===== src/verilog/rtc_pkg.sv =====
// Constants, field positions and types shared by the timekeeper files.
// Assumes one 50 MHz system clock; no bus beyond the three-wire link.
package rtc_pkg;
	localparam int OSC_RATE = 32768;
	localparam int NUM_TREG = 7;
	localparam int RAM_WORDS = 31;
	localparam int REG_SEC = 0;
	localparam int REG_MIN = 1;
	localparam int REG_HR = 2;
	localparam int REG_DATE = 3;
	localparam int REG_MON = 4;
	localparam int REG_DOW = 5;
	localparam int REG_YR = 6;
	localparam int CMD_ONE = 7;
	localparam int CMD_SPACE = 6;
	localparam int CMD_READ = 0;
	localparam int SEC_HALT = 7;
	localparam int HR_MODE = 7;
	localparam int HR_PM = 5;
	localparam int WP_BIT = 7;
	localparam logic [4:0] IDX_CTRL = 5'h07;
	localparam logic [4:0] IDX_CHG = 5'h08;
	localparam logic [4:0] IDX_RAM_LAST = 5'h1E;
	localparam logic [4:0] IDX_BURST = 5'h1F;
	localparam logic [2:0] BIT_LAST = 3'h7;
	localparam logic [6:0] LOAD_ALL = 7'h7F;
	localparam logic [3:0] CHG_KEY = 4'hA;
	localparam logic [1:0] DS_ONE = 2'h1;
	localparam logic [1:0] DS_TWO = 2'h2;
	localparam logic [1:0] RS_NONE = 2'h0;
	localparam logic [7:0] CHG_RESET = 8'h5C;
	localparam logic WP_RESET = 1'b0;
	localparam logic [7:0] SEC_RESET = 8'h80;
	localparam logic [7:0] BCD_ZERO = 8'h00;
	localparam logic [7:0] BCD_ONE = 8'h01;
	localparam logic [3:0] BCD_NINE = 4'h9;
	localparam logic [7:0] SEC_LAST = 8'h59;
	localparam logic [7:0] HR24_LAST = 8'h23;
	localparam logic [7:0] HR12_ELEVEN = 8'h11;
	localparam logic [7:0] HR12_LAST = 8'h12;
	localparam logic [7:0] DOW_LAST = 8'h07;
	localparam logic [7:0] MON_LAST = 8'h12;
	localparam logic [7:0] YR_LAST = 8'h99;
	localparam logic [7:0] MON_FEB = 8'h02;
	localparam logic [7:0] MON_APR = 8'h04;
	localparam logic [7:0] MON_JUN = 8'h06;
	localparam logic [7:0] MON_SEP = 8'h09;
	localparam logic [7:0] MON_NOV = 8'h11;
	localparam logic [7:0] DAY_28 = 8'h28;
	localparam logic [7:0] DAY_29 = 8'h29;
	localparam logic [7:0] DAY_30 = 8'h30;
	localparam logic [7:0] DAY_31 = 8'h31;
	typedef logic [NUM_TREG-1:0][7:0] tbuf_t;
endpackage : rtc_pkg


===== src/verilog/time_if.sv =====
// Carries time between the serial front end and the calendar counters.
// Assumes both ends run on the same clock.
`timescale 1ns/1ps
`default_nettype none
interface time_if;
	import rtc_pkg::*;
	tbuf_t now;
	tbuf_t wdata;
	logic [NUM_TREG-1:0] load;
	modport cal(input wdata, input load, output now);
	modport ctl(output wdata, output load, input now);
endinterface : time_if
`default_nettype wire


===== src/verilog/rtc_calendar.sv =====
// BCD clock and calendar counters driven by the 32.768 kHz oscillator pin.
// Assumes loads arrive as one-cycle masks from the serial front end.
`timescale 1ns/1ps
`default_nettype none
module rtc_calendar import rtc_pkg::*; #(
	parameter int OSC_HZ = OSC_RATE
) (
	input wire logic clk,
	input wire logic srst,
	input wire logic osc_in,
	time_if.cal tif
);
	localparam logic [14:0] DIV_LAST = 15'(OSC_HZ - 1);
	typedef struct packed {
		logic [2:0] osc_s;
		logic osc_f;
		logic [14:0] div;
		tbuf_t t;
	} cal_s;
	cal_s q;
	cal_s d;

	function automatic logic [8:0] bcd_inc(input logic [7:0] v, input logic [7:0] lo,
		input logic [7:0] hi);
		if (v >= hi) return {1'b1, lo};
		if (v[3:0] == BCD_NINE) return {1'b0, v[7:4] + 4'h1, 4'h0};
		return {1'b0, v + 8'h01};
	endfunction : bcd_inc

	// twelve or twenty-four hour step
	function automatic logic [8:0] hr_inc(input logic [7:0] h);
		logic [8:0] x;
		x = bcd_inc({3'h0, h[4:0]}, BCD_ZERO, HR12_LAST);
		if (!h[HR_MODE]) return bcd_inc(h, BCD_ZERO, HR24_LAST);
		if (h[4:0] == HR12_ELEVEN[4:0]) return {h[HR_PM], h[7:6], ~h[HR_PM], HR12_LAST[4:0]};
		if (h[4:0] == HR12_LAST[4:0]) return {1'b0, h[7:5], BCD_ONE[4:0]};
		return {1'b0, h[7:5], x[4:0]};
	endfunction : hr_inc

	// month length with leap years
	function automatic logic [7:0] mdays(input logic [7:0] m, input logic [7:0] y);
		logic leap;
		leap = y[4] ? (y[3:0] == 4'h2 || y[3:0] == 4'h6)
			: (y[3:0] == 4'h0 || y[3:0] == 4'h4 || y[3:0] == 4'h8);
		if (m == MON_FEB) return leap ? DAY_29 : DAY_28;
		if (m == MON_APR || m == MON_JUN || m == MON_SEP || m == MON_NOV) return DAY_30;
		return DAY_31;
	endfunction : mdays

	always_comb begin
		logic [8:0] r;
		logic osc_n;
		r = '0;
		d = q;
		d.osc_s = {q.osc_s[1:0], osc_in};
		osc_n = (q.osc_s[1] == q.osc_s[2]) ? q.osc_s[2] : q.osc_f;
		d.osc_f = osc_n;
		// halt freezes the divider
		// one second from oscillator edges
		if (osc_n && !q.osc_f && !q.t[REG_SEC][SEC_HALT]) begin
			d.div = 15'(q.div + 15'h1);
			if (q.div == DIV_LAST) begin
				d.div = '0;
				r = bcd_inc(q.t[REG_SEC], BCD_ZERO, SEC_LAST);
				d.t[REG_SEC] = r[7:0];
				if (r[8]) begin
					r = bcd_inc(q.t[REG_MIN], BCD_ZERO, SEC_LAST);
					d.t[REG_MIN] = r[7:0];
				end
				if (r[8]) begin
					r = hr_inc(q.t[REG_HR]);
					d.t[REG_HR] = r[7:0];
				end
				if (r[8]) begin
					// weekday steps at midnight
					d.t[REG_DOW] = 8'(bcd_inc(q.t[REG_DOW], BCD_ONE, DOW_LAST));
					r = bcd_inc(q.t[REG_DATE], BCD_ONE, mdays(q.t[REG_MON], q.t[REG_YR]));
					d.t[REG_DATE] = r[7:0];
				end
				if (r[8]) begin
					r = bcd_inc(q.t[REG_MON], BCD_ONE, MON_LAST);
					d.t[REG_MON] = r[7:0];
				end
				if (r[8]) begin
					d.t[REG_YR] = 8'(bcd_inc(q.t[REG_YR], BCD_ZERO, YR_LAST));
				end
			end
		end
		for (int i = 0; i < NUM_TREG; i++) begin
			if (tif.load[i]) begin
				d.t[i] = tif.wdata[i];
			end
		end
		// seconds write restarts the divider
		if (tif.load[REG_SEC]) begin
			d.div = '0;
		end
	end

	always_ff @(posedge clk) begin
		if (srst) begin
			q <= '0;
			q.t[REG_SEC] <= SEC_RESET;
			q.t[REG_DATE] <= BCD_ONE;
			q.t[REG_MON] <= BCD_ONE;
			q.t[REG_DOW] <= BCD_ONE;
		end else begin
			q <= d;
		end
	end

	assign tif.now = q.t;
endmodule : rtc_calendar
`default_nettype wire


===== src/verilog/rtc_serial_top.sv =====
// Three-wire serial front end, user buffers, scratch RAM and charger setup.
// Assumes ce, sclk and io_in come asynchronously from the host pins.
//
// Functional notes
// Command bit 7 must be one; otherwise the transaction writes nothing.
// Bit 6 picks clock or RAM, bits 5..1 index, bit 0 reads.
// Command byte arrives least significant bit first.
// Enable low aborts any transfer and floats the data pin.
// Inputs sampled on sclk rise, outputs driven on sclk fall.
// Host keeps sclk low while raising the enable.
// Write command takes one data byte, later cycles ignored.
// Read data bit 0 leaves on the first fall after the command.
// Extra read cycles keep sending bytes; pin released on every rise.
// Index 31 means burst, starting at register 0 and stepping up.
// Clock burst write commits only after all eight registers; no charger.
// Each complete RAM burst byte is stored at once.
// Time is BCD; weekday advances at midnight.
// Time reads come from a buffer loaded at enable rise.
// Time writes move from buffer into counters at enable fall.
// Seconds write clears the sub-second divider.
// Hours bit 7 picks twelve hour mode; bit 5 is PM or twenty.
// Seconds bit 7 halts the clock; zero lets it run.
// Control bit 7 locks writes to all other registers; rest read zero.
// Locked clock burst write updates none of the eight registers.
// Charger on only with key 1010 in bits 7..4; reset disables it.
// Diode field 01 or 10, resistor field nonzero, else charger off.
// Date wraps correctly for short months and leap years.
// Oscillator edges form the one second time base.
// Enable rise clears bit and byte counters.
// Unbacked indices read zero and swallow writes.
`timescale 1ns/1ps
`default_nettype none
module rtc_serial_top import rtc_pkg::*; #(
	parameter int OSC_HZ = OSC_RATE
) (
	input wire logic clk,
	input wire logic srst,
	input wire logic ce,
	input wire logic sclk,
	input wire logic io_in,
	input wire logic osc_in,
	output logic io_out,
	output logic io_oe,
	output logic charger_on,
	output logic charger_two_diodes,
	output logic [1:0] charger_resistor
);
	typedef struct packed {
		logic [2:0] ce_s;
		logic [2:0] sck_s;
		logic [2:0] dat_s;
		logic ce_f;
		logic sck_f;
		logic dat_f;
		logic cmd_done;
		logic done;
		logic wen;
		logic burst;
		logic full;
		logic [2:0] cnt;
		logic [7:0] cmd;
		logic [7:0] sh;
		logic [4:0] idx;
		logic wp;
		logic wp_pend;
		logic io_out;
		logic io_oe;
		logic [7:0] tc;
		logic [3:0] chg;
		logic [NUM_TREG-1:0] dirty;
		logic [NUM_TREG-1:0] load;
		tbuf_t ubuf;
		logic [RAM_WORDS-1:0][7:0] ram;
	} ser_s;

	ser_s q;
	ser_s d;
	logic ce_rise;
	logic ce_fall;
	logic sck_rise;
	logic sck_fall;

	time_if tif();

	rtc_calendar #(
		.OSC_HZ(OSC_HZ)
	) u_cal (
		.clk(clk),
		.srst(srst),
		.osc_in(osc_in),
		.tif(tif)
	);

	assign tif.load = q.load;
	assign tif.wdata = q.ubuf;

	always_comb begin
		logic ce_n;
		logic sck_n;
		logic dat_n;
		logic space;
		logic [7:0] nb;
		logic [7:0] rd_b;
		logic [7:0] ob;
		logic [4:0] cidx;
		ce_n = (q.ce_s[1] == q.ce_s[2]) ? q.ce_s[2] : q.ce_f;
		sck_n = (q.sck_s[1] == q.sck_s[2]) ? q.sck_s[2] : q.sck_f;
		dat_n = (q.dat_s[1] == q.dat_s[2]) ? q.dat_s[2] : q.dat_f;
		space = q.cmd[CMD_SPACE];
		nb = {dat_n, q.sh[7:1]};
		cidx = nb[5:1];
		ob = '0;
		d = q;
		d.ce_s = {q.ce_s[1:0], ce};
		d.sck_s = {q.sck_s[1:0], sclk};
		d.dat_s = {q.dat_s[1:0], io_in};
		d.ce_f = ce_n;
		d.sck_f = sck_n;
		d.dat_f = dat_n;
		d.load = '0;
		ce_rise = ce_n && !q.ce_f;
		ce_fall = !ce_n && q.ce_f;
		sck_rise = ce_n && sck_n && !q.sck_f;
		sck_fall = ce_n && !sck_n && q.sck_f;

		// unbacked indices read as zero
		rd_b = '0;
		if (space) begin
			if (q.idx <= IDX_RAM_LAST) begin
				rd_b = q.ram[q.idx];
			end
		end else if (q.idx < IDX_CTRL) begin
			rd_b = q.ubuf[q.idx[2:0]];
		end else if (q.idx == IDX_CTRL) begin
			// lower control bits read zero
			rd_b = {q.wp, 7'h00};
		end else if (q.idx == IDX_CHG) begin
			rd_b = q.tc;
		end

		// charger needs a legal diode and resistor choice
		// charger key pattern
		d.chg[3] = (q.tc[7:4] == CHG_KEY) && (q.tc[3:2] == DS_ONE || q.tc[3:2] == DS_TWO)
			&& (q.tc[1:0] != RS_NONE);
		d.chg[2] = (q.tc[3:2] == DS_TWO);
		d.chg[1:0] = q.tc[1:0];

		if (ce_rise) begin
			// fresh count, next cycle is command bit 0
			// host holds sclk low here, so no edge is lost
			d.cnt = '0;
			d.cmd_done = 1'b0;
			d.done = 1'b0;
			d.full = 1'b0;
			d.dirty = '0;
			// snapshot running time for reads
			d.ubuf = tif.now;
		end

		if (ce_fall) begin
			// commit buffered time at enable fall
			// burst commits only when all eight arrived
			d.load = q.dirty | (q.full ? LOAD_ALL : '0);
			if (q.full) begin
				d.wp = q.wp_pend;
			end
			d.dirty = '0;
			d.full = 1'b0;
		end

		if (!ce_n) begin
			// drop the pin whenever enable is low
			d.io_oe = 1'b0;
		end else if (sck_rise) begin
			// release the pin on each rise
			d.io_oe = 1'b0;
			if (!q.cmd_done) begin
				// shift in command LSB first
				// sample on the rising edge
				d.sh = nb;
				d.cnt = 3'(q.cnt + 3'h1);
				if (q.cnt == BIT_LAST) begin
					// decode space, index and direction
					d.cmd = nb;
					d.cmd_done = 1'b1;
					// index 31 starts a burst at register 0
					d.burst = (cidx == IDX_BURST);
					d.idx = (cidx == IDX_BURST) ? '0 : cidx;
					// top bit zero blocks all writes
					d.wen = nb[CMD_ONE] && !q.wp;
				end
			end else if (!q.cmd[CMD_READ] && !q.done) begin
				d.sh = nb;
				d.cnt = 3'(q.cnt + 3'h1);
				if (q.cnt == BIT_LAST) begin
					if (space) begin
						// each whole RAM byte is stored now
						if (q.wen && q.idx <= IDX_RAM_LAST) begin
							d.ram[q.idx] = nb;
						end
					end else if (q.burst) begin
						// lock at start blocks the whole burst
						if (q.wen) begin
							if (q.idx == IDX_CTRL) begin
								d.wp_pend = nb[WP_BIT];
								d.full = 1'b1;
							end else begin
								d.ubuf[q.idx[2:0]] = nb;
							end
						end
					end else if (q.idx < IDX_CTRL) begin
						if (q.wen) begin
							d.ubuf[q.idx[2:0]] = nb;
							d.dirty[q.idx[2:0]] = 1'b1;
						end
					end else if (q.idx == IDX_CTRL) begin
						// lock itself stays writable
						if (q.cmd[CMD_ONE]) begin
							d.wp = nb[WP_BIT];
						end
					end else if (q.idx == IDX_CHG) begin
						if (q.wen) begin
							d.tc = nb;
						end
					end
					// single byte write then ignore the rest
					if (!q.burst) begin
						d.done = 1'b1;
					end else if (space ? (q.idx == IDX_RAM_LAST) : (q.idx == IDX_CTRL)) begin
						// clock burst stops before the charger
						d.done = 1'b1;
					end else begin
						d.idx = 5'(q.idx + 5'h01);
					end
				end
			end
		end else if (sck_fall && q.cmd_done && q.cmd[CMD_READ]) begin
			// drive next bit on the falling edge
			ob = (q.cnt == '0) ? rd_b : q.sh;
			d.io_out = ob[0];
			d.sh = {1'b0, ob[7:1]};
			d.io_oe = 1'b1;
			d.cnt = 3'(q.cnt + 3'h1);
			// further cycles send the next byte
			if (q.cnt == BIT_LAST && q.burst) begin
				if (space ? (q.idx == IDX_RAM_LAST) : (q.idx == IDX_CTRL)) begin
					d.idx = '0;
				end else begin
					d.idx = 5'(q.idx + 5'h01);
				end
			end
		end
	end

	always_ff @(posedge clk) begin
		if (srst) begin
			q <= '0;
			q.tc <= CHG_RESET;
			q.wp <= WP_RESET;
		end else begin
			q <= d;
		end
	end

	assign io_out = q.io_out;
	assign io_oe = q.io_oe;
	assign charger_on = q.chg[3];
	assign charger_two_diodes = q.chg[2];
	assign charger_resistor = q.chg[1:0];
endmodule : rtc_serial_top
`default_nettype wire


===== config.mk =====
export PLATFORM = sky130hd
export DESIGN_NAME = rtc_serial_top
export DESIGN_NICKNAME = d
export VERILOG_FILES = /design/src/verilog/rtc_pkg.sv /design/src/verilog/time_if.sv /design/src/verilog/rtc_calendar.sv /design/src/verilog/rtc_serial_top.sv
export SDC_FILE = /design/constraint.sdc
export NUM_CORES = 1
export LEC_CHECK = 0
export ABC_AREA = 1
export BUFFER_PORTS_ARGS = -buffer_cell sky130_fd_sc_hd__buf_2
export CELL_PAD_IN_SITES_DETAIL_PLACEMENT = 0
export CELL_PAD_IN_SITES_GLOBAL_PLACEMENT = 1
export CORE_UTILIZATION = 45
export CTS_CLUSTER_SIZE = 40
export DETAILED_ROUTE_END_ITERATION = 8
export GPL_ROUTABILITY_DRIVEN = 0
export PLACE_DENSITY = 0.86
export SLEW_MARGIN = 20
export SYNTH_ARGS = -nofsm -noshare
export SYNTH_HDL_FRONTEND = slang
export SYNTH_SLANG_ARGS = --single-unit
export TNS_END_PERCENT = 100

===== constraint.sdc =====
create_clock -name clk -period 2.85 [get_ports clk]
set_input_delay 0.4275 -clock clk [delete_from_list [all_inputs] [get_ports clk]]
set_output_delay 0.4275 -clock clk [all_outputs]
set_load 0.01 [all_outputs]

Word-level counts from Yosys, hierarchy flattened
Cells that the tools add are included.
- flip-flop bits (word level): 450
- input port bits: 6
- output and inout port bits: 6
- word-level logic and storage cells: 504
- add/subtract/negate cells: 19
- order comparisons: 14
- eq/ne operators: 36
- muxes and demuxes: 277
- bitwise operators: 11
- reduce and logical (&&, ||, !) cells: 76
- operators by type and width (kind ; number):
    $mux W304 ; 5
    $mux W248 ; 2
    $mux W56 ; 8
    $mux W9 ; 45
    $mux W8 ; 41
    $bwmux W248 ; 1
    $mux W1 ; 127
    $mux W7 ; 12
    $mux W71 ; 1
    $add A8 B1 Y8 const B ; 7
    $bwmux W56 ; 1
    $mux W5 ; 11
    $reduce_bool A2 Y1 ; 23
    $bmux W8 S5 ; 1
    $demux W8 S5 ; 1
    $mux W13 ; 3
    $eq A4 B4 Y1 const B ; 9
    $mux W32 ; 1
    $add A4 B1 Y4 const B ; 7
    $bmux W8 S3 ; 1
    $demux W8 S3 ; 1
    $reduce_and A3 Y1 ; 8
    $eq A5 B5 Y1 const B ; 4
    $logic_and A1 B1 Y1 ; 18
    other kinds (52) ; 95

Depth between registers and ports, before layout
- depth after elaboration: 95
- mapped depth: 18
- mapped depth without buffers: 18

By module
Synthesis repeated with hierarchy kept, for this count alone.
- cells, all modules: 3404
- area total of the unflattened synthesis: 25140.4 um2
- modules (own cells, without submodules) (module ; times used ; cells an instance ; area an instance (um2) ; seq. area each (um2)):
    rtc_serial_top ; 1 ; 2491 ; 19447.4 ; 7407.1
    rtc_calendar ; 1 ; 913 ; 5693.0 ; 1501.4

Least setup slack after synthesis
No wires, ideal clock.
- path kind: reg2reg
- from: register u_cal.q, in the netlist u_cal.tif.now[36]
- to: register u_cal.q, in the netlist u_cal.tif.now[34]
- setup time: 0.070 ns
- data arrival time: 2.304 ns
- data required time: 2.780 ns
- setup slack: 0.476 ns
- stages on the path, launching flop included: 17
- path buffers: 0
- clock period less this slack: 2.374 ns
- path through: dfxtp_1 -> inv_1 -> ha_1 -> nand2_1 -> nor3_1 -> inv_1 -> ha_1 -> inv_1 -> nor2_1 -> nand2_1 -> nand2_1 -> nand2_1 -> nand3_1 -> nand3_1 -> nand2_2 -> o21ai_0 -> a21oi_1
- word-level cells in the longest chain between the ends: 25
- elaborated cells on any way between the ends: 44
- classes of those cells: order compare (2); eq/ne (5); mux (32); reduce/logical (5)
- RTL lines (element ; RTL line ; source):
    start: declaration ; rtc_calendar.sv:20 ; cal_s q;
    $eq A8 B3 Y1 ; rtc_calendar.sv:46 ; if (m == MON_APR || m == MON_JUN || m == MON_SEP || m == MON_NOV) return DAY_30;
    $logic_or A1 B1 Y1 (3 in series) ; rtc_calendar.sv:46 ;
    $mux W1 (2 in series) ; rtc_calendar.sv:46 ;
    $mux W1 ; rtc_calendar.sv:74 ; if (r[8]) begin
    $mux W1 ; rtc_calendar.sv:62 ; if (q.div == DIV_LAST) begin
    $mux W1 ; rtc_calendar.sv:60 ; if (osc_n && !q.osc_f && !q.t[REG_SEC][SEC_HALT]) begin
    $mux W8 ; rtc_calendar.sv:47 ; return DAY_31;
    $mux W8 ; rtc_calendar.sv:46 ;
    [6 not listed] ; -- ;
    $mux W1 ; rtc_calendar.sv:62 ;
    $mux W1 ; rtc_calendar.sv:60 ;
    $mux W9 ; rtc_calendar.sv:26 ; if (v[3:0] == BCD_NINE) return {1'b0, v[7:4] + 4'h1, 4'h0};
    $mux W9 ; rtc_calendar.sv:74 ;
    $mux W9 ; rtc_calendar.sv:62 ;
    $mux W9 ; rtc_calendar.sv:60 ;
    $reduce_bool A2 Y1 (no source line) ; -- ;
    $reduce_and A3 Y1 (no source line) ; -- ;
Several ways; a longest one is shown, not always the timed one. The select of a mux whose other input is x is not followed.
A chain may end at the register's enable or synchronous reset.

Worst setup path after layout
- from: register q[335] in the netlist's numbering
- to: register q[343] in the netlist's numbering
- word-level cells in the longest chain between the ends: 8
- elaborated cells on any way between the ends: 16
- classes of those cells: order compare (2); eq/ne (2); mux (12)
- RTL lines (element ; RTL line ; source):
    start: declaration ; rtc_serial_top.sv:76 ; ser_s q;
    parallel branches: the longest is 4 deep, another holds $bmux W8 S5 ; -- ;
    $mux W8 * ; rtc_serial_top.sv:128 ; if (space) begin
    $mux W8 * ; rtc_serial_top.sv:239 ; ob = (q.cnt == '0) ? rd_b : q.sh;
    $mux W13 * ; rtc_serial_top.sv:237 ; end else if (sck_fall && q.cmd_done && q.cmd[CMD_READ]) begin
    $mux W13 * ; rtc_serial_top.sv:174 ; end else if (sck_rise) begin
Mark *: on every way between the ends. The select of a mux whose other input is x is not followed.

==> impl_metrics.ini <==
[die]
core.rowCount = 81
dieWidth_um = 226
die_area_um2 = 50900
initial_core_util_pct = 45.8
dieHeight_um = 226
num_io_pins = 12
coreArea_um2 = 49200

[synth]
synth_area_leaders = dfxtp_1 (40%), nand2_1 (13%), o21ai_0 (9.9%), a21oi_1 (9.1%), inv_1 (6.1%)
synth_cells = 3371
synthFlopType = dfxtp_1
synth_area_um2 = 22500
synth_top_area_share_pct = 39.6
synth_mux_area_share_pct = 0.0500
ys_warn_count = 0
synth_nets = 3409
ys_types = 52
synth_top_family_by_area = simple AND/OR/NAND/NOR gates
synth_area_leader_cell = dfxtp_1
yosysMostFrequentCell = nand2_1
synthSimpleGateAreaFrac_pct = 24.9
synth_edf_count = 0
ys_top_cells_by_count = nand2_1 (786), o21ai_0 (447), dfxtp_1 (445)
synth_compound_area_share_pct = 22.7
synthXorXnorAreaFrac_pct = 0.701
synthArstFlopShare_pct = 0
synth-seq-cells = 445
seq_area_frac_synth_pct = 39.6
synth_fa_ha_area_share_pct = 1.78
syn_area_per_cell_um2 = 6.68

[worst_setup_path]
rr_startpoint = q[335]
crit_path_end = q[343]
cp_top_family = simple AND/OR/NAND/NOR gates
arrival_ps = 3210
critPathSlowestCell = dfxtp_1
crit_fanout = 15
r2r_end = q[343]
reg2reg_setup_slack_ps = 150
ff2ff_path_depth = 14
cp.depth = 14
critical_path_class = reg2reg
crit_top_cell = nand2_1
startpoint = q[335]
cpPeakStageDelay_ps = 390
cp.required_ps = 3370
start_kind = flip-flop
cp_cell_sequence = buf_4, clkinv_1, nor2_1, buf_4, o211ai_1, nand2_1, nor2_1, nor2_1, nor2_1, nand2_1, nand2_1, nand2_1, nand2_1, a21oi_1
end_kind = flip-flop
cp_num_buf_inv = 3

[grt]
first_global_vias = 19969
overflow = 0
grt_pass1_wl_um = 109000
antenna_found_initial = 0
grt.total_usage_pct = 27.0
grt_start_max_net_pins = 176

[detailed_routing]
drc = 0
routed-via-count = 21913
ant_nets = 0
first_iter_violations = 1958
vias_per_cell = 5.46
wl_per_cell_um = 17.2
drt_wl_total_um = 69200
firstDrtPassIters = 6

[sta]
setup_viol = 0
max-slew-margin-rel_pct = 50.4
tightestPinTransition_ps = 740
min_period_over_period_pct = 94.6
fin_crit_ps = 2700
maxSlewViolCount = 0
tns_ps = 0
rsz0062_at_grt = false
max_freq_ghz = 0.371
clock_skew_ps = 32.4
hold_viol_final = 0

[hold_path]
hold_path.class = in2reg

[clock_tree]
cts_buffers = 48
ctsResizeCount = 0
root_buffer = clkbuf_16
postCtsSetupBuffers = 0
clk_pin_slew_ps = 70
cts.sinks = 445
clock_latency_ps = 610
clock_path_buffers = 3
cts_hold_buf = 0
cts_tree = done
cts-htree-levels = 2

[job]
cap_violations = 0

[finish]
drive_gt1_share_pct = 6.72
area_delta_synth_final_pct = 10.1
final_core_util_pct = 50.4
nFillCells = 4910
antenna_cells = 0
nNetsFinal = 3349
fin_area_um2 = 24800

[run_status]
outcome = completed

[pwr]
max-vdd-ir-drop_uv = 381
power_density_nw_per_um2 = 521
p_leak_nw = 9.80

[placed_design]
dpl.hpwl_um = 46400
placed_cell_area_um2 = 23100
port_buffers = 11
cells by family after synthesis:
family / after synthesis
DFF: 445
AOI/OAI and AO/OA: 967
buffers and inverters: 578
adders and majority gates: 32
xor gates and xnor gates: 18
and+or+nand+nor: 1330
muxes: 1
how the worst min path moves through the flow:
stage | from | endpoint | cells after the start
after floorplan | d[367] | d[368] | 2
after global placement | d[370] | d[371] | 2
after detailed placement | d[373] | d[374] | 2
after CTS | ce | d[373] | 3
after global routing | ce | d[373] | 3
final | ce | d[373] | 3
tightest hold or removal path: cells and delay by family:
kind / cells / cell delay (ps)
and+or+nand+nor: 1 / 30
buffers and inverters: 2 / 130
cell usage in the layout (no fill, tap or decap), types with 10 or more instances in the layout:
cell type,n
a21oi_1,408
buf_2,10
buf_4,63
clkbuf_1,11
clkbuf_16,49
clkbuf_8,12
clkinv_1,10
dfxtp_1,444
ha_1,32
inv_1,365
inv_2,11
nand2_1,783
nand2_2,13
nand3_1,124
nand4_1,41
nor2_1,284
nor2_2,10
nor2_4,10
nor3_1,26
o211ai_1,71
o21ai_0,447
xor2_1,17
area by class of cell:
type                       instances  area, um2  share of cell area (%)
clock inverter                    15        188                   0.758
sequential                       445       8910                    36.0
clock buffer                      72       1430                    5.78
multi-input combinational       2348      11300                    45.6
timing repair buffer              79        643                    2.60
inverter                         389       1470                    5.94
tap                              664        831                    3.35
layer usage:
metal / vias up / part of all wire (%) / GRT usage (%)
met5: - / 0 / 0
met3: 141 / 5.6 / 3.55
met1: 10216 / 44 / 35.6
met2: 656 / 47 / 44.7
li1: 10900 / - / -
met4: 0 / 3.4 / 10.7
where the power goes:
part           switching [W]  leakage (nW)  total, W  internal [W]
logic               0.000147          5.42  0.000201     0.0000537
clock network        0.00265         0.796   0.00648       0.00383
registers         0.00000373          3.59   0.00623       0.00623
per-stage QoR:
stage,cells,setup slack (ps),power [W],hold slack (ps)
detailed placement,3925,222,0.00657,401
global route,4012,7.35,0.0133,38.8
finish,4012,154,0.0129,47.1
floorplan,3371,476,0.00652,388
global placement,3925,266,0.00656,397
CTS,4012,206,0.0130,33.6
Power figures use the tool's default switching activity.
